## config.mk

```make
export PLATFORM = sky130hd
export DESIGN_NAME = assp_serial
export DESIGN_NICKNAME = d
export VERILOG_FILES = /design/src/assp_pkg.sv /design/src/assp_serial.sv
export SDC_FILE = /design/constraint.sdc
export NUM_CORES = 1
export LEC_CHECK = 0
export BUFFER_PORTS_ARGS = -buffer_cell sky130_fd_sc_hd__buf_2
export CORE_MARGIN = 2
export CORE_UTILIZATION = 66
export CTS_BUF_LIST = sky130_fd_sc_hd__clkbuf_4 sky130_fd_sc_hd__clkbuf_8 sky130_fd_sc_hd__clkbuf_16
export DETAILED_ROUTE_END_ITERATION = 8
export MAX_ROUTING_LAYER = met4
export PLACE_DENSITY = 0.83
export SYNTH_ARGS = -nofsm -noshare
export SYNTH_HDL_FRONTEND = slang
export SYNTH_SLANG_ARGS = --single-unit
```

## constraint.sdc

```tcl
create_clock -name clk -period 10.5 [get_ports clk]
set_clock_uncertainty 0.2 [all_clocks]
set_input_delay 1.575 -clock clk [delete_from_list [all_inputs] [get_ports clk]]
set_output_delay 1.575 -clock clk [all_outputs]
set_load 0.02 [all_outputs]
```

## src/assp_pkg.sv

```systemverilog
// Constants and carrier types of the serial port (UART / 3-wire).
// Assumes a byte-wide CPU port that decodes the 16-bit addresses below.
package assp_pkg;
  // ---------------------------------------------------------------
  // Register addresses and reset values
  // ---------------------------------------------------------------
  localparam logic [15:0] ADDR_ASYNC = 16'hff70;
  localparam logic [15:0] ADDR_STAT  = 16'hff71;
  localparam logic [15:0] ADDR_SYNC  = 16'hff72;
  localparam logic [15:0] ADDR_BAUD  = 16'hff73;
  localparam logic [15:0] ADDR_DATA  = 16'hff74;
  localparam logic [7:0]  REG_RESET  = 8'h00;
  // Error status bit positions
  localparam int ERR_PAR = 2;
  localparam int ERR_FRM = 1;
  localparam int ERR_OVR = 0;
  // ---------------------------------------------------------------
  // Timing counts
  // ---------------------------------------------------------------
  localparam logic [2:0] TICK_LAST   = 3'h7;  // 8 ticks per bit
  localparam logic [2:0] TICK_HALF   = 3'h3;  // half a bit
  localparam logic [3:0] BAUD_MAXSEL = 4'h6;
  localparam logic [3:0] BAUD_OFS    = 4'h3;
  localparam logic [3:0] BAUD_SLOW   = 4'h9;
  localparam logic [2:0] BIT_LAST8   = 3'h7;
  localparam logic [2:0] BIT_LAST7   = 3'h6;
  localparam logic [3:0] SYNC_LAST   = 4'h7;  // 8 bits a transfer
  // ---------------------------------------------------------------
  // Register layouts
  // ---------------------------------------------------------------
  typedef enum logic [1:0] {
    PAR_NONE = 2'b00, PAR_ZERO = 2'b01, PAR_ODD = 2'b10, PAR_EVEN = 2'b11
  } assp_par_t;
  typedef struct packed {
    logic      txEnable;
    logic      rxEnable;
    assp_par_t paritySel;
    logic      charLength;
    logic      stopLength;
    logic [1:0] rsvd;
  } assp_async_t;
  typedef struct packed {
    logic       syncEnable;
    logic [2:0] rsvd;
    logic       dataPhase;
    logic       bitOrder;
    logic       clockSource;
    logic       clockPolarity;
  } assp_sync_t;
endpackage : assp_pkg

```

## src/assp_serial.sv

```systemverilog
// Serial port: UART transmitter/receiver and 3-wire synchronous shifter.
// Assumes pins come from outside the clk domain; CPU port is synchronous.
`timescale 1ns/10ps

// ---------------------------------------------------------------
// Small FIFO in the transmit data path
// ---------------------------------------------------------------
module assp_fifo #(
  parameter int WIDTH = 8,
  parameter int DEPTH = 4
) (
  input  wire logic             clk,
  input  wire logic             rst_n,
  input  wire logic             inValid,
  output logic                  inReady,
  input  wire logic [WIDTH-1:0] inData,
  output logic                  outValid,
  input  wire logic             outReady,
  output logic [WIDTH-1:0]      outData
);
  localparam int AW = $clog2(DEPTH);
  logic [WIDTH-1:0] mem_q [DEPTH];
  logic [AW:0]      wrPtr_q;
  logic [AW:0]      rdPtr_q;

  // Full when indexes meet but wrap bits differ
  assign outValid = (wrPtr_q != rdPtr_q);
  assign inReady  = !((wrPtr_q[AW-1:0] == rdPtr_q[AW-1:0]) &&
                      (wrPtr_q[AW] != rdPtr_q[AW]));
  assign outData  = mem_q[rdPtr_q[AW-1:0]];

  // Storage needs no reset, pointers define content
  always_ff @(posedge clk) begin
    if (inValid && inReady) begin
      mem_q[wrPtr_q[AW-1:0]] <= inData;
    end
  end

  // Pointers
  always_ff @(posedge clk or negedge rst_n) begin
    if (!rst_n) begin
      wrPtr_q <= '0;
      rdPtr_q <= '0;
    end else begin
      if (inValid && inReady) wrPtr_q <= wrPtr_q + 1'b1;
      if (outValid && outReady) rdPtr_q <= rdPtr_q + 1'b1;
    end
  end
endmodule : assp_fifo

// Overview of operation
// No parity: none sent, none checked
// Tx enable bit 7; data write starts frame
// Shift out, tx interrupt when register empty
// Rx enable bit 6 samples receive line
// Half-bit recheck confirms start bit
// Frame ends after one stop bit
// Frame end copies to buffer, rx interrupt
// Rx disable aborts; buffer, status kept
// Enabling rx with line low starts receive
// Parity, framing, overrun flags at frame end
// Buffer read or next frame clears status
// Software reads status before buffer
// Software delays or sets bit order first
// Software reloads ones after tx abort
// Late rx disable outcome depends on position
// Software never rewrites async mode mid-transmit
// Sync enable bit 7 gates 3-wire mode
// Data phase picks falling or rising drive
// Bit order: 0 MSB first, 1 LSB
// Clock source: pin or baud generator
// Clock polarity sets idle level
// Software zeroes async mode in 3-wire mode
// 3-wire transfer is eight bits, then interrupt
// Reset idles tx line high, receiver idle
module assp_serial (
  input  wire logic        clk,
  input  wire logic        rst_n,
  input  wire logic [15:0] cpuAddr,
  input  wire logic        cpuWr,
  input  wire logic        cpuRd,
  input  wire logic [7:0]  cpuWdata,
  output logic [7:0]       cpuRdata,
  input  wire logic        rxLine,
  output logic             txLine,
  input  wire logic        sdIn,
  output logic             sdOut,
  input  wire logic        sckIn,
  output logic             sckOut,
  output logic             sckOe,
  output logic             txDoneIrq,
  output logic             rxDoneIrq,
  output logic             syncDoneIrq
);
  typedef enum logic [2:0] {
    ST_IDLE = 3'b000, ST_START = 3'b001, ST_DATA = 3'b011,
    ST_PAR = 3'b010, ST_STOP = 3'b110
  } assp_state_t;

  assp_pkg::assp_async_t asyncQ;
  assp_pkg::assp_sync_t  syncQ;
  logic [7:0]  baudSel_q, rxBuf_q, rxSh_q, txSh_q, sySh_q, cpuRdata_q;
  logic [2:0]  errStat_q, pinMeta_q, pinSync_q, rxSub_q, txSub_q;
  logic [2:0]  rxIdx_q, txIdx_q;
  logic [9:0]  preCnt_q;
  logic [3:0]  syCnt_q;
  assp_state_t rxSt_q, txSt_q;
  logic rxFull_q, rxPar_q, txPar_q, txStop2_q, txLine_q, sdOut_q;
  logic sckOut_q, sckOe_q, sckPrev_q, syBusy_q;
  logic txDoneIrq_q, rxDoneIrq_q, syncDoneIrq_q;

  // ---------------------------------------------------------------
  // Pin synchronisers: {rx, sd, sck}
  // ---------------------------------------------------------------
  always_ff @(posedge clk or negedge rst_n) begin
    if (!rst_n) begin
      pinMeta_q <= 3'h7;
      pinSync_q <= 3'h7;
    end else begin
      pinMeta_q <= {rxLine, sdIn, sckIn};
      pinSync_q <= pinMeta_q;
    end
  end
  logic rxIn, sdInS, sckInS;
  assign {rxIn, sdInS, sckInS} = pinSync_q;

  // ---------------------------------------------------------------
  // CPU registers
  // ---------------------------------------------------------------
  logic wrData, rdBuf, fifoReady, fifoValid, fifoPop;
  logic [7:0] fifoData;
  assign wrData = cpuWr && (cpuAddr == assp_pkg::ADDR_DATA);
  assign rdBuf  = cpuRd && (cpuAddr == assp_pkg::ADDR_DATA);

  // Mode registers; reserved async bits forced low
  always_ff @(posedge clk or negedge rst_n) begin
    if (!rst_n) begin
      asyncQ    <= assp_pkg::REG_RESET;
      syncQ     <= assp_pkg::REG_RESET;
      baudSel_q <= assp_pkg::REG_RESET;
    end else if (cpuWr) begin
      if (cpuAddr == assp_pkg::ADDR_ASYNC) asyncQ <= {cpuWdata[7:2], 2'b00};
      if (cpuAddr == assp_pkg::ADDR_SYNC) syncQ <= {cpuWdata[7], 3'h0,
                                                    cpuWdata[3:0]};
      if (cpuAddr == assp_pkg::ADDR_BAUD) baudSel_q <= {cpuWdata[7:4], 4'h0};
    end
  end

  // Read data is registered, so it appears one cycle after cpuRd
  always_ff @(posedge clk or negedge rst_n) begin
    if (!rst_n) begin
      cpuRdata_q <= 8'h00;
    end else if (cpuRd) begin
      case (cpuAddr)
        assp_pkg::ADDR_ASYNC: cpuRdata_q <= asyncQ;
        assp_pkg::ADDR_STAT:  cpuRdata_q <= {5'h00, errStat_q};
        assp_pkg::ADDR_SYNC:  cpuRdata_q <= syncQ;
        assp_pkg::ADDR_BAUD:  cpuRdata_q <= baudSel_q;
        assp_pkg::ADDR_DATA:  cpuRdata_q <= rxBuf_q;
        default:              cpuRdata_q <= 8'h00;
      endcase
    end
  end

  // Writes only land while a transmitter is enabled and room exists
  assp_fifo #(.WIDTH(8), .DEPTH(4)) u_txFifo (
    .clk      (clk),
    .rst_n    (rst_n),
    .inValid  (wrData && (asyncQ.txEnable || syncQ.syncEnable)),
    .inReady  (fifoReady),
    .inData   (cpuWdata),
    .outValid (fifoValid),
    .outReady (fifoPop),
    .outData  (fifoData)
  );

  // ---------------------------------------------------------------
  // Baud generator: tick every 2^(n+3) clocks, 8 ticks per bit
  // ---------------------------------------------------------------
  logic [3:0] preShift;
  logic [9:0] preMask;
  logic       tick;
  // Timer and external sources are not modelled; they run slowest
  assign preShift = (baudSel_q[7:4] <= assp_pkg::BAUD_MAXSEL) ?
                    baudSel_q[7:4] + assp_pkg::BAUD_OFS : assp_pkg::BAUD_SLOW;
  assign preMask  = (10'h001 << preShift) - 10'h001;
  assign tick     = ((preCnt_q & preMask) == preMask);
  always_ff @(posedge clk or negedge rst_n) begin
    if (!rst_n) preCnt_q <= 10'h000;
    else        preCnt_q <= preCnt_q + 10'h001;
  end

  // ---------------------------------------------------------------
  // UART transmitter
  // ---------------------------------------------------------------
  logic asyncPop, syncPop, txBit;
  logic [2:0] txLast;
  logic [7:0] txMasked;
  assign txLast   = asyncQ.charLength ? assp_pkg::BIT_LAST8
                                      : assp_pkg::BIT_LAST7;
  assign txMasked = asyncQ.charLength ? fifoData : {1'b0, fifoData[6:0]};
  assign asyncPop = !syncQ.syncEnable && asyncQ.txEnable &&
                    (txSt_q == ST_IDLE) && fifoValid;
  assign syncPop  = syncQ.syncEnable && !syBusy_q && fifoValid;
  assign fifoPop  = asyncPop || syncPop;
  assign txBit    = tick && (txSub_q == assp_pkg::TICK_LAST);

  // Frame sequencer; disabling tx aborts to a high line
  always_ff @(posedge clk or negedge rst_n) begin
    if (!rst_n) begin
      txSt_q <= ST_IDLE;
      txLine_q <= 1'b1;
      txSh_q <= 8'h00;
      txSub_q <= 3'h0;
      txIdx_q <= 3'h0;
      txPar_q <= 1'b0;
      txStop2_q <= 1'b0;
      txDoneIrq_q <= 1'b0;
    end else begin
      txDoneIrq_q <= 1'b0;
      if (tick) txSub_q <= txSub_q + 3'h1;
      if (!asyncQ.txEnable) begin
        txSt_q <= ST_IDLE;
        txLine_q <= 1'b1;
      end else if (asyncPop) begin
        txSt_q <= ST_START;
        txLine_q <= 1'b0;
        txSh_q <= txMasked;
        txSub_q <= 3'h0;
        txIdx_q <= 3'h0;
        case (asyncQ.paritySel)
          assp_pkg::PAR_ODD:  txPar_q <= ~^txMasked;
          assp_pkg::PAR_EVEN: txPar_q <= ^txMasked;
          default:            txPar_q <= 1'b0;
        endcase
      end else if (txBit) begin
        case (txSt_q)
          ST_START: begin
            txSt_q <= ST_DATA;
            txLine_q <= txSh_q[0];
            txSh_q <= txSh_q >> 1;
          end
          ST_DATA: begin
            if (txIdx_q != txLast) begin
              txIdx_q <= txIdx_q + 3'h1;
              txLine_q <= txSh_q[0];
              txSh_q <= txSh_q >> 1;
            end else if (asyncQ.paritySel != assp_pkg::PAR_NONE) begin
              txSt_q <= ST_PAR;
              txLine_q <= txPar_q;
            end else begin
              txSt_q <= ST_STOP;
              txLine_q <= 1'b1;
              txStop2_q <= asyncQ.stopLength;
            end
          end
          ST_PAR: begin
            txSt_q <= ST_STOP;
            txLine_q <= 1'b1;
            txStop2_q <= asyncQ.stopLength;
          end
          ST_STOP: begin
            if (txStop2_q) begin
              txStop2_q <= 1'b0;
            end else begin
              txSt_q <= ST_IDLE;
              txDoneIrq_q <= 1'b1;
            end
          end
          default: txSt_q <= ST_IDLE;
        endcase
      end
    end
  end

  // ---------------------------------------------------------------
  // UART receiver
  // ---------------------------------------------------------------
  logic rxSample, rxFinish, rxParErr;
  logic [2:0] rxLast;
  assign rxLast   = asyncQ.charLength ? assp_pkg::BIT_LAST8
                                      : assp_pkg::BIT_LAST7;
  assign rxSample = tick && (rxSub_q == assp_pkg::TICK_LAST);
  assign rxFinish = asyncQ.rxEnable && rxSample && (rxSt_q == ST_STOP);
  // Zero parity and no parity never report an error
  always_comb begin
    case (asyncQ.paritySel)
      assp_pkg::PAR_ODD:  rxParErr = ~^{rxSh_q, rxPar_q};
      assp_pkg::PAR_EVEN: rxParErr = ^{rxSh_q, rxPar_q};
      default:            rxParErr = 1'b0;
    endcase
  end

  // Start detect, then a sample at each bit centre
  always_ff @(posedge clk or negedge rst_n) begin
    if (!rst_n) begin
      rxSt_q <= ST_IDLE;
      rxSub_q <= 3'h0;
      rxIdx_q <= 3'h0;
      rxSh_q <= 8'h00;
      rxPar_q <= 1'b0;
    end else if (!asyncQ.rxEnable) begin
      rxSt_q <= ST_IDLE;
    end else begin
      if (tick) rxSub_q <= rxSub_q + 3'h1;
      case (rxSt_q)
        ST_IDLE: begin
          if (!rxIn) begin
            rxSt_q <= ST_START;
            rxSub_q <= 3'h0;
          end
        end
        ST_START: begin
          if (tick && rxSub_q == assp_pkg::TICK_HALF) begin
            rxSt_q <= rxIn ? ST_IDLE : ST_DATA;
            rxSub_q <= 3'h0;
            rxIdx_q <= 3'h0;
            rxSh_q <= 8'h00;
          end
        end
        ST_DATA: begin
          if (rxSample) begin
            rxSh_q[rxIdx_q] <= rxIn;
            rxIdx_q <= rxIdx_q + 3'h1;
            if (rxIdx_q == rxLast) begin
              rxSt_q <= (asyncQ.paritySel == assp_pkg::PAR_NONE) ?
                        ST_STOP : ST_PAR;
            end
          end
        end
        ST_PAR: begin
          if (rxSample) begin
            rxPar_q <= rxIn;
            rxSt_q <= ST_STOP;
          end
        end
        ST_STOP: begin
          if (rxSample) rxSt_q <= ST_IDLE;
        end
        default: rxSt_q <= ST_IDLE;
      endcase
    end
  end

  // ---------------------------------------------------------------
  // 3-wire shifter
  // ---------------------------------------------------------------
  logic master, rise, fall, drvEdge, smpEdge, syncFinish;
  logic [7:0] syShNext;
  assign master  = syncQ.clockSource;
  assign rise    = master ? (syBusy_q && tick && !sckOut_q)
                          : (sckInS && !sckPrev_q);
  assign fall    = master ? (syBusy_q && tick && sckOut_q)
                          : (!sckInS && sckPrev_q);
  assign drvEdge = syncQ.dataPhase ? rise : fall;
  assign smpEdge = syncQ.dataPhase ? fall : rise;
  assign syShNext = syncQ.bitOrder ? {sdInS, sySh_q[7:1]}
                                   : {sySh_q[6:0], sdInS};
  assign syncFinish = syBusy_q && smpEdge && (syCnt_q == assp_pkg::SYNC_LAST);

  // Shared shift register: out bit at one end, in bit at the other
  always_ff @(posedge clk or negedge rst_n) begin
    if (!rst_n) begin
      syBusy_q <= 1'b0;
      syCnt_q <= 4'h0;
      sySh_q <= 8'h00;
      sdOut_q <= 1'b1;
      sckPrev_q <= 1'b1;
      sckOut_q <= 1'b1;
      sckOe_q <= 1'b0;
      syncDoneIrq_q <= 1'b0;
    end else begin
      sckPrev_q <= sckInS;
      syncDoneIrq_q <= 1'b0;
      sckOe_q <= syncQ.syncEnable && master;
      if (!syncQ.syncEnable) begin
        syBusy_q <= 1'b0;
        sckOut_q <= !syncQ.clockPolarity;
      end else if (syncPop) begin
        syBusy_q <= 1'b1;
        syCnt_q <= 4'h0;
        sySh_q <= fifoData;
        sdOut_q <= syncQ.bitOrder ? fifoData[0] : fifoData[7];
      end else if (syBusy_q) begin
        if (master && tick) sckOut_q <= !sckOut_q;
        if (drvEdge) sdOut_q <= syncQ.bitOrder ? sySh_q[0] : sySh_q[7];
        if (smpEdge) begin
          sySh_q <= syShNext;
          syCnt_q <= syCnt_q + 4'h1;
        end
        if (syncFinish) begin
          syBusy_q <= 1'b0;
          sckOut_q <= !syncQ.clockPolarity;
          syncDoneIrq_q <= 1'b1;
        end
      end else begin
        sckOut_q <= !syncQ.clockPolarity;
      end
    end
  end

  // ---------------------------------------------------------------
  // Receive buffer and error status; a new result beats a read
  // ---------------------------------------------------------------
  always_ff @(posedge clk or negedge rst_n) begin
    if (!rst_n) begin
      rxBuf_q <= 8'h00;
      errStat_q <= 3'h0;
      rxFull_q <= 1'b0;
      rxDoneIrq_q <= 1'b0;
    end else begin
      rxDoneIrq_q <= 1'b0;
      if (rdBuf) begin
        errStat_q <= 3'h0;
        rxFull_q <= 1'b0;
      end
      if (rxFinish) begin
        rxBuf_q <= rxSh_q;
        rxDoneIrq_q <= 1'b1;
        rxFull_q <= 1'b1;
        errStat_q[assp_pkg::ERR_PAR] <= rxParErr;
        errStat_q[assp_pkg::ERR_FRM] <= !rxIn;
        errStat_q[assp_pkg::ERR_OVR] <= rxFull_q;
      end else if (syncFinish) begin
        rxBuf_q <= syShNext;
        rxFull_q <= 1'b1;
      end
    end
  end

  assign cpuRdata    = cpuRdata_q;
  assign txLine      = txLine_q;
  assign sdOut       = sdOut_q;
  assign sckOut      = sckOut_q;
  assign sckOe       = sckOe_q;
  assign txDoneIrq   = txDoneIrq_q;
  assign rxDoneIrq   = rxDoneIrq_q;
  assign syncDoneIrq = syncDoneIrq_q;
endmodule : assp_serial

```

==> results.md <==
- Status: complete, no violations
- Nets: 752
- Clock Path Buffers: 2
- Max Cap Violations: 0
- Number of synthesized flops with an enable pin: 32
- CTS H-tree lvls: 4
- Area of the multi-input gates: 3420 um2
- Placed Instances: 825
- Slew Viols, Final: 0
- R2r worst-path depth: 14
- Post-synth ARST share: 0.782
- CP required: 10.61 ns
- Routing usage on met2: 0.475
- Final setup viols: 0
- Final worst-path cycle share: 0.516
- Synth Cell Area: 7520 um2
- Worst-path clk slew: 0.06 ns
- Final antenna-violating net count: 0
- Endpoint, Worst Hold: pinSync_q[2]
- Core area: 11000 um2
- P_int: 0.000977 W
- CP cell instances: inv_1 -> ha_1 -> or4b_1 -> a21oi_1 -> o21ai_0 -> ha_1 -> nor2b_1 -> mux2_2 -> or4_4 -> nor3_2 -> buf_4 -> nand2_1 -> nor4_4 -> mux2_2
- Initial drt markers: 754
- Via count: 5492
- Yosys warning count: 0
- Inserted Clock Buffers: 17
- Pwr/cell area: 147 nW/um2
- HP Class: flip-flop to flip-flop
- Critical R2R Capture: rxBuf_q[3]
- Crit path launch type: flip-flop
- Top FF cell, synth: dfrtp_1
- Sw frac: 0.211
- Routed wire per std cell: 20.4 um
- Initial Util: 0.685
- Clock share of power: 0.503
- Worst VDD drop: 205 uV
- CTS tree: built
- Comb power frac: 0.021
- Post-CTS Hold Buffers: 0
- Met3 Resource Use GR: 0.0689
- P_sw: 0.000261 W
- RSZ-0062 raised after global routing: false
- DR pass1 iterations: 8
- Setup_tns: 0 ns
- Register Area: 3850 um2
- Sequential area share after synthesis: 0.512
- Leakage Power: 3.58 nW
- Post-cts sizing count: 0
- Final hold vios: 0
- Initial antenna violation count: 0
- I/O pins: 46
- Clk root buf: clkbuf_16
- Rows: 38
- # fillers: 677
- Post-synthesis instance total: 665
- F_max: 185 MHz
- GRT Max-Usage Layer: met2
- Global-route wire length before repair: 28.6 mm
- Slowest CP cell: nor4_4
- Tmin final: 5.41 ns
- RePlAce Congestion: 0.956
- Max stage delay on crit path: 0.74 ns
- Buffers on Ports: 45
- Netlist cell types: 78
- Kind of critical path: flip-flop to flip-flop
- Share of layout cells above drive strength 1: 0.227
- Most frequent cells after synthesis: dfrtp_1 (105), nand2_1 (55), o21ai_0 (53), mux2_2 (44), nor2_1 (37)
- Slew margin rel.: 0.331
- Area share of the largest cell type after synthesis: 0.349
- Critical path arrival: 5.52 ns
- Total wire length: 17.5 mm
- DIE WIDTH: 111 um
- Clock Latency Late Sink: 0.42 ns
- Post-DP HPWL: 12.0 mm
- Post-DR vias/cell: 6.41
- Seq pwr share: 0.477
- Gr ovfl total: 0
- Syn_area_per_cell: 11.3 um2
- Worst slew pin tran: 1.00 ns
- Largest net degree at the start of global routing: 81
- Largest area contributor in the netlist: dfrtp_1
- Die Span Y: 111 um
- Yosys reg bits: 147
- Vias in the first global route: 5429
- Hold depth: 0
- Worst R2R Start: baudSel_q[4]
- Fin cells: 857
- Die area: 12300 um2
- Critical Path End Type: flip-flop
- Top area cells in the synthesized netlist: dfrtp_1 (35%), edfxtp_1 (13%), mux2_2 (6.6%), xnor2_1 (4.0%), o21ai_0 (3.5%)
- Postcts setup bufs: 0
- Sink Count: 147
- Synth-to-layout area growth: 12.0%
- Residual DRC: 0
- Most frequent cell after synthesis: dfrtp_1
- R2R setup slack: 5.09 ns
- Hold path start: pinMeta_q[2]
- Crit Path Max Fanout: 15
- Synthesized net count: 713
- Ant. Diodes: 0
- Global-route met1 utilization: 0.410
- Gr usage total: 0.306
## routing by layer
metal | up-vias | wire (um)
li1 | 2495 | -
met1 | 2716 | 7210
met2 | 249 | 8630
met3 | 32 | 1270
met4 | 0 | 337
met5 | - | 0
## placed cells by master (no fill, tap or decap), types with 7 or more instances in the layout
master     synthesis  final
nand2_1           55     55
xor2_1             8      8
ha_1              17     17
mux2_2            44     44
nand3_1           20     20
a21oi_1           14     14
nor4_1             9      8
o22ai_1            8      8
nor3_1            12     12
edfxtp_1          32     32
buf_2              4     44
and2_1            11     11
dfstp_2           10     10
dfrtp_1          105    105
inv_1             25     25
nor2_1            37     37
xnor2_1           34     34
clkbuf_16          0     17
o21ai_0           53     53
mux2i_1           22     22
and3_1             7      7
mux4_2             9      9
nor2b_1            9      9
## through the flow
| stage | power, W | util | setup slack [ns] | hold slack [ns] | area, um2 |
|---|---|---|---|---|---|
| 3_5_place_dp | 0.000626 | 0.711 | 5.21 | 0.150 | 7810 |
| 4_1_cts | 0.00124 | 0.767 | 5.13 | 0.160 | 8420 |
| 5_1_grt | 0.00127 | 0.767 | 4.74 | 0.162 | 8420 |
| 2_1_floorplan | 0.000606 | - | 6.20 | 0.145 | 7520 |
| 6_report | 0.00124 | 0.767 | 5.09 | 0.159 | 8420 |
| 3_3_place_gp | 0.000625 | 0.711 | 5.41 | 0.145 | 7810 |
## state kept, by name, summed over array words and instances, names as in the netlist, 3 cells and up
signal            flops
u_txFifo.mem_q       32
preCnt_q             10
cpuRdata              8
rxBuf_q               8
rxSh_q                8
sySh_q                8
txSh_q                8
asyncQ                6
baudSel_q             4
syCnt_q               4
syncQ                 4
errStat_q             3
pinMeta_q             3
pinSync_q             3
rxIdx_q               3
rxSt_q                3
rxSub_q               3
txIdx_q               3
txSt_q                3
txSub_q               3
u_txFifo.rdPtr_q      3
u_txFifo.wrPtr_q      3
## cell type report
cell class | count | area share
Clock buffer | 19 | 0.0531
Clock inverter | 13 | 0.0189
Inverter | 26 | 0.0116
Multi-Input combinational cell | 462 | 0.407
Sequential cell | 147 | 0.457
Tap cell | 140 | 0.0208
Timing Repair Buffer | 50 | 0.0315
## cells by family after synthesis
| group | count (synthesis) | synth area share |
|---|---|---|
| mux | 75 | 0.122 |
| buf+inv | 56 | 0.0331 |
| xor+xnor | 42 | 0.0489 |
| compound gates | 122 | 0.106 |
| flops | 147 | 0.512 |
| fa+ha+maj | 17 | 0.0283 |
| simple gates | 206 | 0.149 |
## power groups by stage
stage | Clock (W) | Sequential [W] | Combinational [W]
after floorplan | 0 | 0.000599 | 0.00000698
after global placement | 0 | 0.000600 | 0.0000252
after detailed placement | 0 | 0.000600 | 0.0000260
after CTS | 0.000624 | 0.000590 | 0.0000260
after global routing | 0.000651 | 0.000590 | 0.0000292
final | 0.000622 | 0.000590 | 0.0000257
## worst max-delay path by stage
stage                             from          to  cells after the start
after detailed placement  baudSel_q[4]  rxBuf_q[3]                     14
after floorplan           baudSel_q[4]  rxBuf_q[2]                     16
final                     baudSel_q[4]  rxBuf_q[3]                     14
after global routing      baudSel_q[4]  rxBuf_q[4]                     14
after CTS                 baudSel_q[4]  rxBuf_q[3]                     14
after global placement    baudSel_q[4]  rxBuf_q[4]                     14
## critical path, delay by kind of cell, from the launching register on
family	cells	cell delay [ns]
DFF	1	0.54
adders and majority gates	2	0.63
and+or+nand+nor	6	2.41
AOI/OAI and AO/OA	2	0.49
muxes	2	0.68
buffers and inverters	2	0.35
No activity file was read; power rests on OpenSTA's default activity.
